$ cat src/common/hm_pkg.sv
package hm_pkg;
  // ==========================================
  // register map
  localparam logic [7:0] REG_CFG  = 8'h00;
  localparam logic [7:0] REG_ST1  = 8'h01;
  localparam logic [7:0] REG_ST2  = 8'h02;
  localparam logic [7:0] REG_MSK1 = 8'h03;
  localparam logic [7:0] REG_MSK2 = 8'h04;
  localparam logic [7:0] REG_DIV  = 8'h05;
  localparam logic [7:0] REG_OSC  = 8'h06;
  localparam logic [7:0] REG_RATE = 8'h07;
  localparam logic [7:0] REG_DIS  = 8'h08;
  localparam logic [7:0] REG_MFR  = 8'h3E;
  localparam logic [7:0] REG_REV  = 8'h3F;
  localparam logic [2:0] RAM_PAGE = 3'h1;
  // ==========================================
  // value ram slots (index = offset - 20h)
  localparam logic [4:0] SLOT_TEMP   = 5'h07;
  localparam logic [4:0] LIM_IN_HI   = 5'h0A;
  localparam logic [4:0] LIM_IN_LO   = 5'h0B;
  localparam logic [4:0] LIM_TEMP    = 5'h18;
  localparam logic [4:0] LIM_FAN1    = 5'h1C;
  localparam logic [4:0] LIM_FAN2    = 5'h1D;
  // ==========================================
  // reset values
  localparam logic [7:0] CFG_RST  = 8'h08;
  localparam logic [7:0] DIV_RST  = 8'h14;
  localparam logic [7:0] OSC_RST  = 8'h01;
  localparam logic [7:0] ZERO_RST = 8'h00;
  // arbitrary identity values
  localparam logic [7:0] MFR_ID   = 8'h5A;
  localparam logic [7:0] REV_ID   = 8'h01;
  // ==========================================
  // field positions
  localparam int CFG_START  = 0;
  localparam int CFG_INT_EN = 1;
  localparam int CFG_CLR    = 3;
  localparam int CFG_RSTP   = 4;
  localparam int CFG_CHAS   = 5;
  localparam int CFG_GENOUT = 6;
  localparam int CFG_INIT   = 7;
  localparam int DIV_OSSEL  = 6;
  localparam int DIV_RSTEN  = 7;
  localparam int DIS_TEMP   = 7;
  localparam int ST2_TEMP   = 8;
  localparam int ST2_FAN1   = 9;
  localparam int ST2_FAN2   = 10;
  localparam int ST2_CHAS   = 11;
  localparam logic [3:0] ADDR_HI  = 4'b0101;
  localparam logic [3:0] CH_LAST  = 4'h9;
  // ==========================================
  // timing
  localparam longint CLK_HZ     = 125000000;
  localparam longint PULSE_MS   = 10;
  localparam longint PULSE_CYC  = (PULSE_MS * CLK_HZ) / 1000;
  localparam int     PULSE_W    = 21;

  typedef struct packed {
    logic       en;
    logic [7:0] addr;
    logic [7:0] data;
  } hm_wr_t;

  typedef enum logic [3:0] {
    T_IDLE, T_ADDR, T_AACK, T_PTR, T_PACK, T_WDATA, T_WACK, T_RDATA, T_RACK
  } hm_tst_t;

  typedef enum logic [1:0] {M_IDLE, M_CONV, M_HOLD} hm_mst_t;
endpackage

$ cat src/design/hm_core.sv
`timescale 1ns/1ps
module hm_core
  import hm_pkg::*;
#(
  parameter logic [20:0] PULSE_CYCLES = 21'(hm_pkg::PULSE_CYC)
) (
  input  logic       clk,
  input  logic       arst_n,
  input  logic       scl_pin,
  input  logic       sda_pin,
  output logic       sda_drv,
  output logic       sda_oe,
  input  logic [2:0] slave_addr_pins,
  output logic       conv_req,
  output logic [3:0] conv_ch,
  input  logic       conv_done,
  input  logic [9:0] conv_data,
  output logic       alarm_out_n,
  output logic       reset_or_overtemp_out_n,
  input  logic       intrusion_input,
  output logic       intrusion_input_drv,
  output logic       intrusion_input_oe,
  output logic       general_output
);
  // ==========================================
  // reset release and pin synchronisers
  logic [1:0] rs_r;
  logic       rst_n;
  logic [5:0] sy1_r;
  logic [5:0] sy2_r;

  always_ff @(posedge clk or negedge arst_n) begin
    if (!arst_n) begin
      rs_r <= 2'b00;
    end else begin
      rs_r <= {rs_r[0], 1'b1};
    end
  end
  assign rst_n = rs_r[1];

  always_ff @(posedge clk or negedge rst_n) begin
    if (!rst_n) begin
      // idle levels: bus lines high, intrusion low, so no false event after reset
      sy1_r <= 6'h03;
      sy2_r <= 6'h03;
    end else begin
      sy1_r <= {intrusion_input, slave_addr_pins, sda_pin, scl_pin};
      sy2_r <= sy1_r;
    end
  end

  // ==========================================
  // two-wire target
  hm_tst_t    tst_r;
  logic       scl_p_r;
  logic       sda_p_r;
  logic       busy_r;
  logic [2:0] cnt_r;
  logic [7:0] sh_r;
  logic [7:0] ptr_r;
  logic       rw_r;
  logic       done_r;
  logic       mack_r;
  logic       oe_r;
  logic [7:0] rd_byte;
  hm_wr_t     wr;
  logic       scl_rise;
  logic       scl_fall;
  logic       bus_start;
  logic       bus_stop;
  logic       addr_hit;

  assign scl_rise  = sy2_r[0] & ~scl_p_r;
  assign scl_fall  = ~sy2_r[0] & scl_p_r;
  assign bus_start = sy2_r[0] & scl_p_r & sda_p_r & ~sy2_r[1];
  assign bus_stop  = sy2_r[0] & scl_p_r & ~sda_p_r & sy2_r[1];
  assign addr_hit  = (sh_r[7:1] == {ADDR_HI, sy2_r[4:2]});
  // open-drain: only pulls low, clock pin is input only
  assign sda_drv = 1'b0;
  assign sda_oe = oe_r;

  always_ff @(posedge clk or negedge rst_n) begin
    if (!rst_n) begin
      scl_p_r <= 1'b1;
      sda_p_r <= 1'b1;
    end else begin
      scl_p_r <= sy2_r[0];
      sda_p_r <= sy2_r[1];
    end
  end

  always_ff @(posedge clk or negedge rst_n) begin
    if (!rst_n) begin
      tst_r  <= T_IDLE;
      busy_r <= 1'b0;
      cnt_r  <= 3'h0;
      sh_r   <= 8'h00;
      ptr_r  <= 8'h00;
      rw_r   <= 1'b0;
      done_r <= 1'b0;
      mack_r <= 1'b0;
      oe_r   <= 1'b0;
    end else if (bus_start) begin
      tst_r  <= T_ADDR;
      busy_r <= 1'b1;
      cnt_r  <= 3'h0;
      done_r <= 1'b0;
      oe_r   <= 1'b0;
    end else if (bus_stop) begin
      tst_r  <= T_IDLE;
      busy_r <= 1'b0;
      oe_r   <= 1'b0;
    end else begin
      case (tst_r)
        T_ADDR, T_PTR, T_WDATA: begin
          if (scl_rise) begin
            sh_r   <= {sh_r[6:0], sy2_r[1]};
            cnt_r  <= cnt_r + 3'h1;
            done_r <= (cnt_r == 3'h7);
          end else if (scl_fall && done_r) begin
            done_r <= 1'b0;
            cnt_r  <= 3'h0;
            if (tst_r == T_ADDR) begin
              if (addr_hit) begin
                rw_r  <= sh_r[0];
                oe_r  <= 1'b1;
                tst_r <= T_AACK;
              end else begin
                tst_r <= T_IDLE;
              end
            end else if (tst_r == T_PTR) begin
              ptr_r <= sh_r;
              oe_r  <= 1'b1;
              tst_r <= T_PACK;
            end else begin
              oe_r  <= 1'b1;
              tst_r <= T_WACK;
            end
          end
        end
        T_AACK: begin
          if (scl_fall) begin
            if (rw_r) begin
              sh_r  <= rd_byte;
              oe_r  <= ~rd_byte[7];
              cnt_r <= 3'h0;
              tst_r <= T_RDATA;
            end else begin
              oe_r  <= 1'b0;
              tst_r <= T_PTR;
            end
          end
        end
        T_PACK, T_WACK: begin
          if (scl_fall) begin
            oe_r  <= 1'b0;
            tst_r <= T_WDATA;
          end
        end
        T_RDATA: begin
          if (scl_fall) begin
            if (cnt_r == 3'h7) begin
              oe_r  <= 1'b0;
              tst_r <= T_RACK;
            end else begin
              sh_r  <= {sh_r[6:0], 1'b0};
              oe_r  <= ~sh_r[6];
              cnt_r <= cnt_r + 3'h1;
            end
          end
        end
        T_RACK: begin
          if (scl_rise) begin
            mack_r <= ~sy2_r[1];
          end else if (scl_fall) begin
            if (mack_r) begin
              sh_r  <= rd_byte;
              oe_r  <= ~rd_byte[7];
              cnt_r <= 3'h0;
              tst_r <= T_RDATA;
            end else begin
              tst_r <= T_IDLE;
            end
          end
        end
        default: tst_r <= T_IDLE;
      endcase
    end
  end

  always_comb begin
    wr.en   = (tst_r == T_WDATA) && scl_fall && done_r;
    wr.addr = ptr_r;
    wr.data = sh_r;
  end

  // ==========================================
  // control registers
  logic [7:0]  cfg_r;
  logic [15:0] st_r;
  logic [15:0] msk_r;
  logic [7:0]  div_r;
  logic [7:0]  osc_r;
  logic [7:0]  rate_r;
  logic [7:0]  dis_r;
  logic        sinit_r;
  logic [15:0] st_set;
  logic        running;

  assign running = cfg_r[CFG_START] & ~cfg_r[CFG_CLR];

  always_ff @(posedge clk or negedge rst_n) begin
    if (!rst_n) begin
      sinit_r <= 1'b0;
    end else begin
      sinit_r <= wr.en && (wr.addr == REG_CFG) && wr.data[CFG_INIT];
    end
  end

  always_ff @(posedge clk or negedge rst_n) begin
    if (!rst_n) begin
      cfg_r <= CFG_RST;
    end else if (sinit_r) begin
      cfg_r <= CFG_RST;
    end else if (wr.en && wr.addr == REG_CFG) begin
      // init bit is never stored, so it reads back as zero
      cfg_r <= {1'b0, wr.data[6:0]};
    end
  end

  always_ff @(posedge clk or negedge rst_n) begin
    if (!rst_n) begin
      div_r  <= DIV_RST;
      osc_r  <= OSC_RST;
      rate_r <= ZERO_RST;
      dis_r  <= ZERO_RST;
      msk_r  <= {ZERO_RST, ZERO_RST};
    end else if (sinit_r) begin
      div_r  <= DIV_RST;
      osc_r  <= OSC_RST;
      rate_r <= ZERO_RST;
      dis_r  <= ZERO_RST;
      msk_r  <= {ZERO_RST, ZERO_RST};
    end else if (wr.en) begin
      case (wr.addr)
        REG_DIV:  div_r         <= wr.data;
        REG_OSC:  osc_r         <= wr.data;
        REG_RATE: rate_r        <= wr.data;
        REG_DIS:  dis_r         <= wr.data;
        REG_MSK1: msk_r[7:0]    <= wr.data;
        REG_MSK2: msk_r[15:8]   <= wr.data;
        default:  dis_r         <= dis_r;
      endcase
    end
  end

  // status: write one to clear, a new violation wins over the clear
  always_ff @(posedge clk or negedge rst_n) begin
    if (!rst_n) begin
      st_r <= {ZERO_RST, ZERO_RST};
    end else if (sinit_r) begin
      st_r <= {ZERO_RST, ZERO_RST};
    end else begin
      st_r <= (st_r & ~{(wr.en && wr.addr == REG_ST2) ? wr.data : 8'h00,
                        (wr.en && wr.addr == REG_ST1) ? wr.data : 8'h00}) | st_set;
    end
  end

  // ==========================================
  // value ram and sequencer
  logic [7:0] ram_r [0:31];
  hm_mst_t    mst_r;
  logic [3:0] ch_r;
  logic [9:0] res_r;
  logic [7:0] res8;
  logic [4:0] slot;
  logic       ch_off;
  logic       commit;

  // temperature goes to its own slot, the rest follow in order
  assign slot   = (ch_r == 4'h0) ? SLOT_TEMP :
                  (ch_r <= 4'h7) ? 5'(ch_r - 4'h1) : 5'(ch_r);
  assign ch_off = (ch_r == 4'h0) ? dis_r[DIS_TEMP] :
                  (ch_r <= 4'h7) ? dis_r[3'(ch_r - 4'h1)] : 1'b0;
  // 10-bit code, top eight bits kept in ram; fans count in low byte
  assign res8   = (ch_r >= 4'h8) ? res_r[7:0] : res_r[9:2];
  assign commit = (mst_r == M_HOLD) && !busy_r;
  assign conv_req = (mst_r == M_CONV);
  assign conv_ch  = ch_r;

  always_ff @(posedge clk or negedge rst_n) begin
    if (!rst_n) begin
      mst_r <= M_IDLE;
      ch_r  <= 4'h0;
      res_r <= 10'h000;
    end else begin
      case (mst_r)
        M_IDLE: begin
          if (running) begin
            if (ch_off) begin
              ch_r <= (ch_r == CH_LAST) ? 4'h0 : ch_r + 4'h1;
            end else begin
              mst_r <= M_CONV;
            end
          end
        end
        M_CONV: begin
          if (conv_done) begin
            res_r <= conv_data;
            mst_r <= M_HOLD;
          end
        end
        M_HOLD: begin
          if (commit) begin
            ch_r  <= (ch_r == CH_LAST) ? 4'h0 : ch_r + 4'h1;
            mst_r <= M_IDLE;
          end
        end
        default: mst_r <= M_IDLE;
      endcase
    end
  end

  // no reset: results and limits survive every init
  always_ff @(posedge clk) begin
    if (wr.en && wr.addr[7:5] == RAM_PAGE) begin
      ram_r[wr.addr[4:0]] <= wr.data;
    end else if (commit) begin
      ram_r[slot] <= res8;
    end
  end

  always_comb begin
    st_set = 16'h0000;
    if (commit) begin
      if (ch_r == 4'h0) begin
        st_set[ST2_TEMP] = $signed(res8) > $signed(ram_r[LIM_TEMP]);
      end else if (ch_r <= 4'h7) begin
        st_set[3'(ch_r - 4'h1)] = (res8 > ram_r[5'(LIM_IN_HI + {ch_r - 4'h1, 1'b0})]) ||
                                  (res8 < ram_r[5'(LIM_IN_LO + {ch_r - 4'h1, 1'b0})]);
      end else if (ch_r == 4'h8) begin
        st_set[ST2_FAN1] = res8 > ram_r[LIM_FAN1];
      end else begin
        st_set[ST2_FAN2] = res8 > ram_r[LIM_FAN2];
      end
    end
    st_set[ST2_CHAS] = sy2_r[5];
  end

  always_comb begin
    case (ptr_r)
      REG_CFG:  rd_byte = cfg_r;
      REG_ST1:  rd_byte = st_r[7:0];
      REG_ST2:  rd_byte = st_r[15:8];
      REG_MSK1: rd_byte = msk_r[7:0];
      REG_MSK2: rd_byte = msk_r[15:8];
      REG_DIV:  rd_byte = div_r;
      REG_OSC:  rd_byte = osc_r;
      REG_RATE: rd_byte = rate_r;
      REG_DIS:  rd_byte = dis_r;
      REG_MFR:  rd_byte = MFR_ID;
      REG_REV:  rd_byte = REV_ID;
      default:  rd_byte = (ptr_r[7:5] == RAM_PAGE) ? ram_r[ptr_r[4:0]] : 8'h00;
    endcase
  end

  // ==========================================
  // output pins
  logic alarm_n_r;
  logic genout_r;
  logic rstp_go;
  logic chas_go;
  logic rstp_act;
  logic chas_act;

  assign rstp_go = wr.en && wr.addr == REG_CFG && wr.data[CFG_RSTP] &&
                   !div_r[DIV_OSSEL] && div_r[DIV_RSTEN];
  assign chas_go = wr.en && wr.addr == REG_CFG && wr.data[CFG_CHAS];

  hm_pulse #(.CYCLES(PULSE_CYCLES)) u_rstp (
    .clk    (clk),
    .rst_n  (rst_n),
    .start  (rstp_go),
    .active (rstp_act)
  );

  hm_pulse #(.CYCLES(PULSE_CYCLES)) u_chas (
    .clk    (clk),
    .rst_n  (rst_n),
    .start  (chas_go),
    .active (chas_act)
  );

  always_ff @(posedge clk or negedge rst_n) begin
    if (!rst_n) begin
      alarm_n_r <= 1'b1;
      genout_r  <= 1'b0;
    end else begin
      alarm_n_r <= ~(cfg_r[CFG_INT_EN] & ~cfg_r[CFG_CLR] & |(st_r & ~msk_r));
      genout_r  <= cfg_r[CFG_GENOUT];
    end
  end

  assign alarm_out_n             = alarm_n_r;
  assign general_output          = genout_r;
  assign reset_or_overtemp_out_n = ~rstp_act;
  assign intrusion_input_drv     = 1'b0;
  assign intrusion_input_oe      = chas_act;

  // ==========================================
  // checks
  AST_ADDR_MISS: assert property (@(posedge clk) disable iff (!rst_n)
    (tst_r == T_ADDR && scl_fall && done_r && !addr_hit && !bus_start && !bus_stop) |=> !sda_oe)
    else $error("acked a foreign address");
  AST_INIT_RESTORE: assert property (@(posedge clk) disable iff (!rst_n)
    (wr.en && wr.addr == REG_CFG && wr.data[CFG_INIT]) |=> ##1 (cfg_r == CFG_RST && div_r == DIV_RST))
    else $error("soft init did not restore defaults");
  AST_INIT_SELFCLR: assert property (@(posedge clk) disable iff (!rst_n)
    sinit_r |=> (!sinit_r && !cfg_r[CFG_INIT]))
    else $error("soft init bit stuck");
  AST_SHUTDOWN: assert property (@(posedge clk) disable iff (!rst_n)
    (!cfg_r[CFG_START] && mst_r == M_IDLE) |=> (mst_r == M_IDLE && !conv_req))
    else $error("conversion started while stopped");
  AST_ALARM_GATE: assert property (@(posedge clk) disable iff (!rst_n)
    !cfg_r[CFG_INT_EN] |=> alarm_out_n)
    else $error("alarm active while disabled");
  // status may still gain bits while clear is high, and loses none unless a one is written to it or a soft init runs
  AST_CLEAR_HOLD: assert property (@(posedge clk) disable iff (!rst_n)
    (cfg_r[CFG_CLR] && !wr.en && !sinit_r) |=> (alarm_out_n && (($past(st_r) & ~st_r) == 16'h0000)))
    else $error("alarm clear did not hold");
  AST_RST_PULSE: assert property (@(posedge clk) disable iff (!rst_n)
    rstp_go |=> !reset_or_overtemp_out_n [*8])
    else $error("reset pulse missing");
  AST_CHASSIS: assert property (@(posedge clk) disable iff (!rst_n)
    chas_go |=> (intrusion_input_oe && !intrusion_input_drv) [*8])
    else $error("intrusion pin not driven low");
  AST_GEN_OUT: assert property (@(posedge clk) disable iff (!rst_n)
    $rose(cfg_r[CFG_GENOUT]) |=> general_output)
    else $error("general output did not follow");
  AST_DEFER: assert property (@(posedge clk) disable iff (!rst_n)
    (mst_r == M_HOLD && busy_r) |=> (mst_r == M_HOLD && $stable(ch_r)))
    else $error("result committed during transaction");
endmodule

$ cat src/design/hm_pulse.sv
`timescale 1ns/1ps
module hm_pulse #(
  parameter logic [20:0] CYCLES = 21'h1
) (
  input  logic clk,
  input  logic rst_n,
  input  logic start,
  output logic active
);
  logic [20:0] cnt_r;

  // a retrigger restarts the full width
  always_ff @(posedge clk or negedge rst_n) begin
    if (!rst_n) begin
      cnt_r <= 21'h0_0000;
    end else if (start) begin
      cnt_r <= CYCLES;
    end else if (cnt_r != 21'h0_0000) begin
      cnt_r <= cnt_r - 21'h0_0001;
    end
  end

  assign active = (cnt_r != 21'h0_0000);
endmodule

$ cat config.mk
export PLATFORM = sky130hd
export DESIGN_NAME = hm_core
export DESIGN_NICKNAME = d
export VERILOG_FILES = /design/src/common/hm_pkg.sv /design/src/design/hm_core.sv /design/src/design/hm_pulse.sv
export SDC_FILE = /design/constraint.sdc
export NUM_CORES = 1
export LEC_CHECK = 0
export ABC_AREA = 1
export CAP_MARGIN = 20
export CORE_AREA = 2 2 245 247
export CTS_CLUSTER_SIZE = 24
export DETAILED_ROUTE_END_ITERATION = 8
export DIE_AREA = 0 0 247 249
export DONT_BUFFER_PORTS = 1
export GPL_TIMING_DRIVEN = 0
export RECOVER_POWER = 25
export SLEW_MARGIN = 20
export SYNTH_ARGS = -nofsm -noshare
export SYNTH_HDL_FRONTEND = slang
export SYNTH_HIERARCHICAL = 1
export SYNTH_SLANG_ARGS = --single-unit
$ cat constraint.sdc
create_clock -name clk -period 14.93 [get_ports clk]
set_clock_uncertainty 0.15 [all_clocks]
set_input_delay 1.493 -clock clk [delete_from_list [all_inputs] [get_ports clk]]
set_output_delay 1.493 -clock clk [all_outputs]
set_load 0.1 [all_outputs]
==> flow_summary.ini, run 1 <==
[run_status]
status = finished, violations left
violations = capacitance limit, slew limit

[placement]
io_buffer_count = 0
gp_congestion = 1.01
pre_cts_slack_ns = 7.85
hpwl_um = 62600

[finish]
layout-drive-gt1-share_pct = 10.7
nets = 2618
utilization_pct = 43.9
final_common_cell = nand2_1
area_growth_pct = 13.2
fillers = 5664
layout_common_cells = nand2_1 (572), edfxtp_1 (256), inv_1 (251), nor2_1 (205), o21ai_0 (186)
insertedDiodeCount = 0

[synth]
synth_ff_type = edfxtp_1
yosys_warnings = 6
synth_top_family_by_area = simple AND/OR/NAND/NOR gates
synth_top_area_share_pct = 33.8
synth-seq-cells = 432
async_flop_share_pct = 40.7
synth_compound_area_share_pct = 16.1
synth_area_leaders = edfxtp_1 (34%), dfrtp_1 (18%), nand2_1 (9.4%)
synth_cell_types = 67
synth_xor_area_share_pct = 0.308
synthSimpleGateAreaFrac_pct = 20.6
synth.area.mux_share_pct = 0.434
synth_top_area_cell = edfxtp_1
syn_avg_cell_area_um2 = 9.15
syn_inst = 2486
synth_edf_count = 256
synth_area_um2 = 22800
synth-adder-area-share_pct = 2.75
synth_seq_area_share_pct = 53.2

[clock_network]
hold_buffers = 0
cts_inserted_buffers = 48
cts_max_level = 2
clk_pin_slew_ns = 0.06
cts_tree = built
cts_resized = 0
clock_latency_ns = 0.62
cts_sinks = 432
cts_max_path_buffers = 3
postCtsSetupRepairBufs = 0
root_buffer = clkbuf_16

[sta]
slew_headroom_pct = -62.2
period_needed_ns = 7.97
rsz0062_at_grt = false
setup_tns_ns = 0
holdWs_ns = 0.201
tightest_slew_ns = 2.43
final-setup-viol-count = 0
slew_violations = 160
fmax_ghz = 0.125
fin_crit_sh_pct = 53.4
hold_viol = 0
postLayoutSetupSlackWorst_ns = 6.96

[die]
core_um2 = 58700
io_pins = 31
die_h_um = 249
die_x_um = 247
die-area_um2 = 61500
start_util_pct = 38.8
row_count = 89

[power_and_ir_drop]
power_frac_comb_pct = 21.3
ir_worst_vdd_uv = 149
seqPwrFrac_pct = 41.3
p_clk_share_pct = 37.4
cellPowerDensity_nw_per_um2 = 144
intPower_mw = 2.53
power_mw = 3.71
p_sw_mw = 1.18
p_leak_nw = 10.7
p_sw_share_pct = 31.7

[global_route]
grt_pass1_wl_um = 126000
grt_pass1_vias = 19100
antenna_found_initial = 1
top_usage_layer = met2
grt_start_max_net_pins = 45
grtUsageTotal_pct = 27.7
grtUsageMet1_pct = 37.3
use_met2_pct = 42.8
grt_overflow = 0
met3_usage_pct = 5.58

[critical_path]
cp_data_arrival_time_ns = 8.06
critPathCaptureType = asynchronous set/reset pin
criticalPathCategory = reg -> async
required_ns = 15.02
worst-path-max-fanout = 44
cp-start-kind = register

[detailed_routing]
drt_iter0_drc = 2725
wl_um = 85800
wl_per_cell_um = 25.5
drt_first_pass_iters = 6
via_count = 19600
drc = 0
ant_nets = 0
vias_per_cell = 5.84

[worst_hold_path]
min_path_type = reg -> reg

[run]
maxCapViolations = 4
path summary, 6_finish.rpt:
path / start / endpoint / slack, ns / depth (start not counted)
setup / recovery: rs_r[1]$_DFF_PN0_ / u_rstp/cnt_r[1]$_DFFE_PN0P_ / 6.96 / 4
hold / removal: sy1_r[4]$_DFF_PN0_ / sy2_r[4]$_DFF_PN0_ / 0.20 / 0
setup reg to reg: rs_r[1]$_DFF_PN0_ / u_rstp/cnt_r[1]$_DFFE_PN0P_ / 6.96 / 4
hold reg to reg: sy1_r[4]$_DFF_PN0_ / sy2_r[4]$_DFF_PN0_ / 0.20 / 0
max in group clk: conv_ch[0]$_DFFE_PN0P_ / st_r[3]$_DFF_PN0_ / 7.53 / 20
min in group asynchronous: rs_r[1]$_DFF_PN0_ / u_chas/cnt_r[0]$_DFFE_PN0P_ / 0.24 / 0
layout make-up:
cell class                 count  area [µm²]  share of cell area [%]
sequential                   432       12100                    47.0
multi-input combinational   1680        9230                    35.8
clock buffer                  60        1300                    5.05
inverter                     282        1080                    4.19
tap                          773         967                    3.75
clock inverter                30         532                    2.06
buffer                        93         407                    1.58
timing repair buffer          12         148                   0.573
cells in the mapped netlist (28+ instances only):
| library cell | number |
|---|---|
| a221oi_1 | 32 |
| nor2_1 | 204 |
| nand3_1 | 96 |
| a21oi_1 | 105 |
| a22oi_1 | 109 |
| nand2_1 | 572 |
| clkbuf_1 | 44 |
| o22ai_1 | 28 |
| inv_1 | 250 |
| ha_1 | 50 |
| nand4_1 | 38 |
| o21ai_0 | 196 |
| buf_2 | 34 |
| dfrtp_1 | 165 |
| edfxtp_1 | 256 |
worst max-delay path, cell delays in order (launching register included):
cell and delay, ns:
dfrtp_1 0.96, clkbuf_1 1.79, clkbuf_1 1.56, clkbuf_1 1.40, clkbuf_1 1.65
stage by stage:
step                instance area (µm²)  instances
finish                            25800       3362
global route                      25800       3362
detailed placement                24100       3272
CTS                               25900       3362
global placement                  23700       3260
floorplan                         22800       2487
cell families after synthesis:
logic type                 count (synthesis)
and+or+nand+nor                         1029
AOI/OAI and AO/OA                        581
DFF                                      432
buffers and inverters                    375
adders and majority gates                 50
muxes                                      9
xor gates and xnor gates                   8
other                                      2
routing by layer:
layer | wire length, µm | vias up
li1 | - | 8766
met1 | 35400 | 9610
met2 | 38600 | 1005
met3 | 7350 | 260
met5 | 10 | -
met4 | 4460 | 2
power by group through the flow:
stage,clock (mW),combinational (mW),sequential (mW)
after floorplan,0,0.480,1.55
after global placement,0,0.692,1.58
after detailed placement,0,0.784,1.56
after CTS,1.40,0.787,1.53
after global routing,1.45,0.872,1.54
final,1.39,0.790,1.53
sequential cells by signal (all words and copies together) (netlist names), 7 cells and up:
name and flops:
osc_r 8, ptr_r 8, div_r 8, sh_r 8, st_r 16, u_rstp/cnt_r 21
cfg_r 7, res_r 10, rate_r 8, u_chas/cnt_r 21, dis_r 8, msk_r 16
ram_r 256
Note: power is estimated with default switching activity, not from simulation.
==> run 2: changes to the inputs <==
clock period = 7.4 ns   (was 14.93 ns; I/O delays follow)
==> flow_summary.ini, run 2 (same netlist as run 1, synthesis figures left out) <==
[run_status]
status = finished, violations left
violations = capacitance limit, slew limit

[sta]
setup_tns_ns = 0
rsz0062_at_grt = false
postLayoutSetupSlackWorst_ns = 0.142
slew_headroom_pct = -59.8
fmax_ghz = 0.138
hold_viol = 0
fin_crit_sh_pct = 98.1
holdWs_ns = 0.0597
period_needed_ns = 7.26
slew_violations = 117
tightest_slew_ns = 2.40
final-setup-viol-count = 0

[finish]
max_flop_register = ram_r
fillers = 5656
layout_common_cells = nand2_1 (572), edfxtp_1 (256), inv_1 (250), nor2_1 (205), o21ai_0 (186)
multi_input_area_um2 = 9230
final_common_cell = nand2_1
nets = 2625
largest_registers = ram_r: 256 flops, u_chas/cnt_r: 21 flops, u_rstp/cnt_r: 21 flops
area_growth_pct = 13.7
final-seq-area_um2 = 12100
layout-drive-gt1-share_pct = 10.7
largest_reg_flops = 256
insertedDiodeCount = 0

[critical_path]
critPathCaptureType = register
required_ns = 7.73
rrSetupSlack_ns = 0.14
reg2reg_depth = 22
cp-start-kind = register
criticalPathCategory = reg -> reg
r2r-end = st_r[3]$_DFF_PN0_
r2r-start = conv_ch[0]$_DFFE_PN0P_
worst-path-max-fanout = 12
cp_data_arrival_time_ns = 7.59

[detailed_routing]
vias_per_cell = 5.84
drc = 0
drt_first_pass_iters = 6
drt_iter0_drc = 2674
wl_um = 85800
ant_nets = 0
via_count = 19700
wl_per_cell_um = 25.5

[clock_network]
clk_pin_slew_ns = 0.06
cts_sinks = 432
postCtsSetupRepairBufs = 0
clock_latency_ns = 0.62
cts_max_path_buffers = 3
cts_max_level = 2
cts_inserted_buffers = 48
root_buffer = clkbuf_16
cts_tree = built

[power_and_ir_drop]
p_sw_mw = 2.37
p_clk_share_pct = 37.4
cellPowerDensity_nw_per_um2 = 289
seqPwrFrac_pct = 41.3
power_frac_comb_pct = 21.3
intPower_mw = 5.11
p_sw_share_pct = 31.7
p_leak_nw = 10.7
ir_worst_vdd_uv = 300

[global_route]
grt_pass1_vias = 19100
grt_overflow = 0
grt_start_max_net_pins = 45
antenna_found_initial = 1
grt_pass1_wl_um = 126000
grtUsageTotal_pct = 27.7

[die]
die_x_um = 247
row_count = 89
start_util_pct = 38.8
die-area_um2 = 61500
die_h_um = 249
io_pins = 31
core_um2 = 58700

[placement]
hpwl_um = 62600
pre_cts_slack_ns = 0.315
gp_congestion = 1.01
io_buffer_count = 0

[run]
maxCapViolations = 3

[worst_hold_path]
min_to = mst_r[0]$_DFFE_PN0P_
hold_depth = 1
worstHoldStart = conv_done
min_path_type = in -> reg
==> run 2: cell count changes in the layout (fill, tap and decap cells not counted) <==
cell            delta
buf_12             +1
dlymetal6s4s_1     +1
inv_2              +1
clkbuf_2           +1
inv_1              -1
dfstp_2            -1
dfstp_1            +1
dlygate4sd3_1      +7
clkbuf_1           -3
==> run 2: worst max path at each step <==
| stage | from | endpoint | slack, ns |
|---|---|---|---|
| after floorplan | rs_r[1]$_DFF_PN0_ | busy_r$_DFFE_PN0N_ | 2.00 |
| after global placement | rs_r[1]$_DFF_PN0_ | u_rstp/cnt_r[3]$_DFFE_PN0P_ | -0.16 |
| after detailed placement | conv_ch[0]$_DFFE_PN0P_ | st_r[3]$_DFF_PN0_ | 0.31 |
| after CTS | conv_ch[0]$_DFFE_PN0P_ | st_r[3]$_DFF_PN0_ | 0.29 |
| after global routing | conv_ch[0]$_DFFE_PN0P_ | st_r[3]$_DFF_PN0_ | 0.07 |
| final | conv_ch[0]$_DFFE_PN0P_ | st_r[3]$_DFF_PN0_ | 0.14 |
==> run 2: what timing repair did <==
action / in CTS / in global routing
resized for setup: 0 / 3
endpoints found under the hold margin: 8 / 0
setup endpoints to repair: 0 / 8
hold buffers: 7 / 0
==> run 2: routing by layer <==
| layer | vias up | track usage [%] | share of wire, % |
|---|---|---|---|
| met2 | 1012 | 42.8 | 45 |
| li1 | 8778 | - | - |
| met1 | 9620 | 37.3 | 41 |
| met3 | 261 | 5.58 | 8.8 |
| met4 | 2 | 13.1 | 5.3 |
| met5 | - | 0 | 0.012 |
==> run 2: through the flow <==
step,instance area (µm²),power [mW],instances,utilization [%]
floorplan,22800,4.10,2487,-
global placement,23700,4.59,3260,40.4
detailed placement,24100,4.72,3272,41.0
CTS,26000,7.51,3369,44.2
global route,25900,7.79,3369,44.1
finish,25900,7.48,3369,44.1
==> run 2: area by class of cell <==
cell class | instances | area share, %
Inverter | 282 | 4.18
Tap cell | 773 | 3.74
Clock buffer | 60 | 5.03
Sequential cell | 432 | 46.8
Timing Repair Buffer | 19 | 0.939
Multi-Input combinational cell | 1680 | 35.7
Buffer | 93 | 1.58
Clock inverter | 30 | 2.06
==> run 2: worst max-delay path, stage by stage (launching register included) <==
cell and delay, ns:
dfrtp_2 0.67, inv_2 0.27, clkbuf_1 0.49, clkbuf_1 0.59
buf_2 0.51, ha_1 0.24, buf_2 0.31, nand2_2 0.24
clkinv_1 0.28, buf_2 0.37, buf_1 0.76, nand2_1 0.10
a32oi_1 0.45, a21oi_1 0.22, ha_1 0.35, a21oi_1 0.15
nor2_1 0.05, a211oi_1 0.19, o221ai_1 0.13, o21ai_0 0.14
nand2_2 0.21, nand2_1 0.13, a21oi_1 0.07
==> run 2: power groups by stage <==
| stage | logic [mW] | registers (mW) | clock network [mW] |
|---|---|---|---|
| after floorplan | 0.969 | 3.13 | 0 |
| final | 1.60 | 3.09 | 2.80 |
| after global placement | 1.40 | 3.20 | 0 |
| after detailed placement | 1.58 | 3.14 | 0 |
| after CTS | 1.59 | 3.09 | 2.83 |
| after global routing | 1.76 | 3.11 | 2.92 |
==> run 3: changes to the inputs <==
CORE_AREA = 2 2 192 194   (was 2 2 245 247)
DIE_AREA = 0 0 194 196   (was 0 0 247 249)
PLACE_DENSITY = 0.79   (was default)
==> flow_summary.ini, run 3 (same netlist as run 1, synthesis figures left out) <==
[run_status]
status = finished, violations left
violations = capacitance limit, slew limit

[finish]
layout_common_cells = nand2_1 (572), edfxtp_1 (256), inv_1 (250), nor2_1 (205), o21ai_0 (186)
nets = 2621
final_common_cell = nand2_1
fillers = 2752
multi_input_area_um2 = 9230
layout-drive-gt1-share_pct = 10.5
utilization_pct = 70.2
area_growth_pct = 11.3
max_flop_register = ram_r
final_area_um2 = 25300
largest_reg_flops = 256
largest_registers = ram_r: 256 flops, u_chas/cnt_r: 21 flops, u_rstp/cnt_r: 21 flops
final-seq-area_um2 = 12100

[power_and_ir_drop]
intPower_mw = 4.97
p_sw_share_pct = 32.3
p_sw_mw = 2.37
power_mw = 7.34
power_frac_comb_pct = 23.0
p_clk_share_pct = 34.8
cellPowerDensity_nw_per_um2 = 290
seqPwrFrac_pct = 42.1
p_leak_nw = 10.6
ir_worst_vdd_uv = 312

[detailed_routing]
wl_per_cell_um = 27.5
wl_um = 84200
via_count = 20500
drt_first_pass_iters = 8
drt_iter0_drc = 2827
vias_per_cell = 6.69
ant_nets = 0
drc = 0

[sta]
slew_headroom_pct = -109
final-setup-viol-count = 0
period_needed_ns = 7.22
hold_viol = 0
holdWs_ns = 0.0142
rsz0062_at_grt = false
fmax_ghz = 0.138
slew_violations = 102
tightest_slew_ns = 3.13
setup_tns_ns = 0
fin_crit_sh_pct = 97.6

[global_route]
grt_start_max_net_pins = 57
grt_overflow = 0
grtUsageTotal_pct = 44.3
antenna_found_initial = 1
grt_pass1_wl_um = 124000
grt_pass1_vias = 19900

[critical_path]
cpMaxStageDelayCell = buf_1
cp-start-kind = register
critPathCaptureType = register
worst-path-max-fanout = 12
required_ns = 7.76
slowest_delay_ns = 0.70
cp_data_arrival_time_ns = 7.58
criticalPathCategory = reg -> reg
reg2reg_depth = 20
path_cells = inv_2, clkbuf_1, clkbuf_1, buf_2, ha_1, inv_2, nand2_4, inv_2, buf_1, clkbuf_1, a22oi_1, a21oi_1, o31ai_1, ha_1, nand4_1, o221ai_1, o21ai_0, nand2_2, nand2_1, a21oi_1

[die]
die_x_um = 194
io_pins = 31
die_h_um = 196
die-area_um2 = 38000
start_util_pct = 63.1
core_um2 = 36100
row_count = 70

[placement]
hpwl_um = 59700
dpl_cell_area_um2 = 23700
io_buffer_count = 0
gp_congestion = 1.09

[run]
maxCapViolations = 2

[clock_network]
root_buffer = clkbuf_16
postCtsSetupRepairBufs = 0
cts_inserted_buffers = 46
clock_latency_ns = 0.63
cts_tree = built
clk_pin_slew_ns = 0.06
cts_sinks = 432
cts_max_level = 2
cts_max_path_buffers = 3

[worst_hold_path]
min_path_type = in -> reg
hold_depth = 0
[run 3: changes by cell type in the layout (fill, tap and decap cells not counted), moves of 2 or more]
cell	previous run	this run
buf_16	3	7
bufinv_16	13	10
dlygate4sd3_1	7	3
clkinvlp_4	1	3
diode_2	0	2
clkbuf_16	49	47
buf_12	2	0
clkbuf_1	53	51
clkinv_2	12	6
clkinv_1	5	14
[run 3: stage by stage]
stage               setup WS [ns]  instances
global placement            0.122       2955
finish                      0.176       3059
global route                0.200       3057
detailed placement          0.332       2968
CTS                         0.282       3056
floorplan                    2.00       2487
[run 3: layout make-up]
type                            instances  area share [%]
Sequential cell                       432            47.8
Multi-Input combinational cell       1680            36.5
Clock buffer                           54            4.87
Inverter                              282            4.25
Tap cell                              468            2.31
Clock inverter                         31            1.63
Buffer                                 93            1.61
Timing Repair Buffer                   17            1.06
Antenna cell                            2          0.0198
[run 3: path summary, 6_finish.rpt]
path                                   startpoint                   end  slack, ns
setup / recovery           conv_ch[0]$_DFFE_PN0P_     st_r[2]$_DFF_PN0_       0.18
hold / removal                 slave_addr_pins[1]    sy1_r[3]$_DFF_PN0_       0.01
setup reg to reg           conv_ch[0]$_DFFE_PN0P_     st_r[2]$_DFF_PN0_       0.18
hold reg to reg                 rs_r[0]$_DFF_PN0_     rs_r[1]$_DFF_PN0_       0.19
max in group asynchronous       rs_r[1]$_DFF_PN0_  div_r[6]$_DFFE_PN0P_       1.43
min in group asynchronous                  arst_n     rs_r[1]$_DFF_PN0_       0.22
[run 3: critical path, delay by kind of cell, from the launching register on]
kind	cells	cell delay [ns]
AO/OA/AOI/OAI	6	1.26
flip-flops	1	0.66
adder cells (fa/ha/maj)	2	0.69
buffers and inverters	8	3.67
AND/OR/NAND/NOR	4	0.65
[run 3: power by group through the flow]
stage	clock network, mW	logic, mW	registers, mW
after floorplan	0	0.969	3.13
after global placement	0	1.39	3.20
after detailed placement	0	1.64	3.14
after CTS	2.54	1.65	3.09
after global routing	2.63	1.83	3.11
final	2.56	1.69	3.09
[run 3: repair_timing]
action	4_1_cts	5_1_grt
setup endpoints to repair	0	0
endpoints found under the hold margin	4	0
gates resized for setup	0	0
hold buffers	3	0
[run 3: metal layers]
layer	vias up	global-route usage, %	part of all wire, %	wire length [µm]
li1	8771	-	-	-
met1	9614	54.6	34	28700
met4	6	32.7	8.6	7280
met5	-	1.92	0.22	189
met3	421	12.3	13	11000
met2	1659	67.2	44	37000
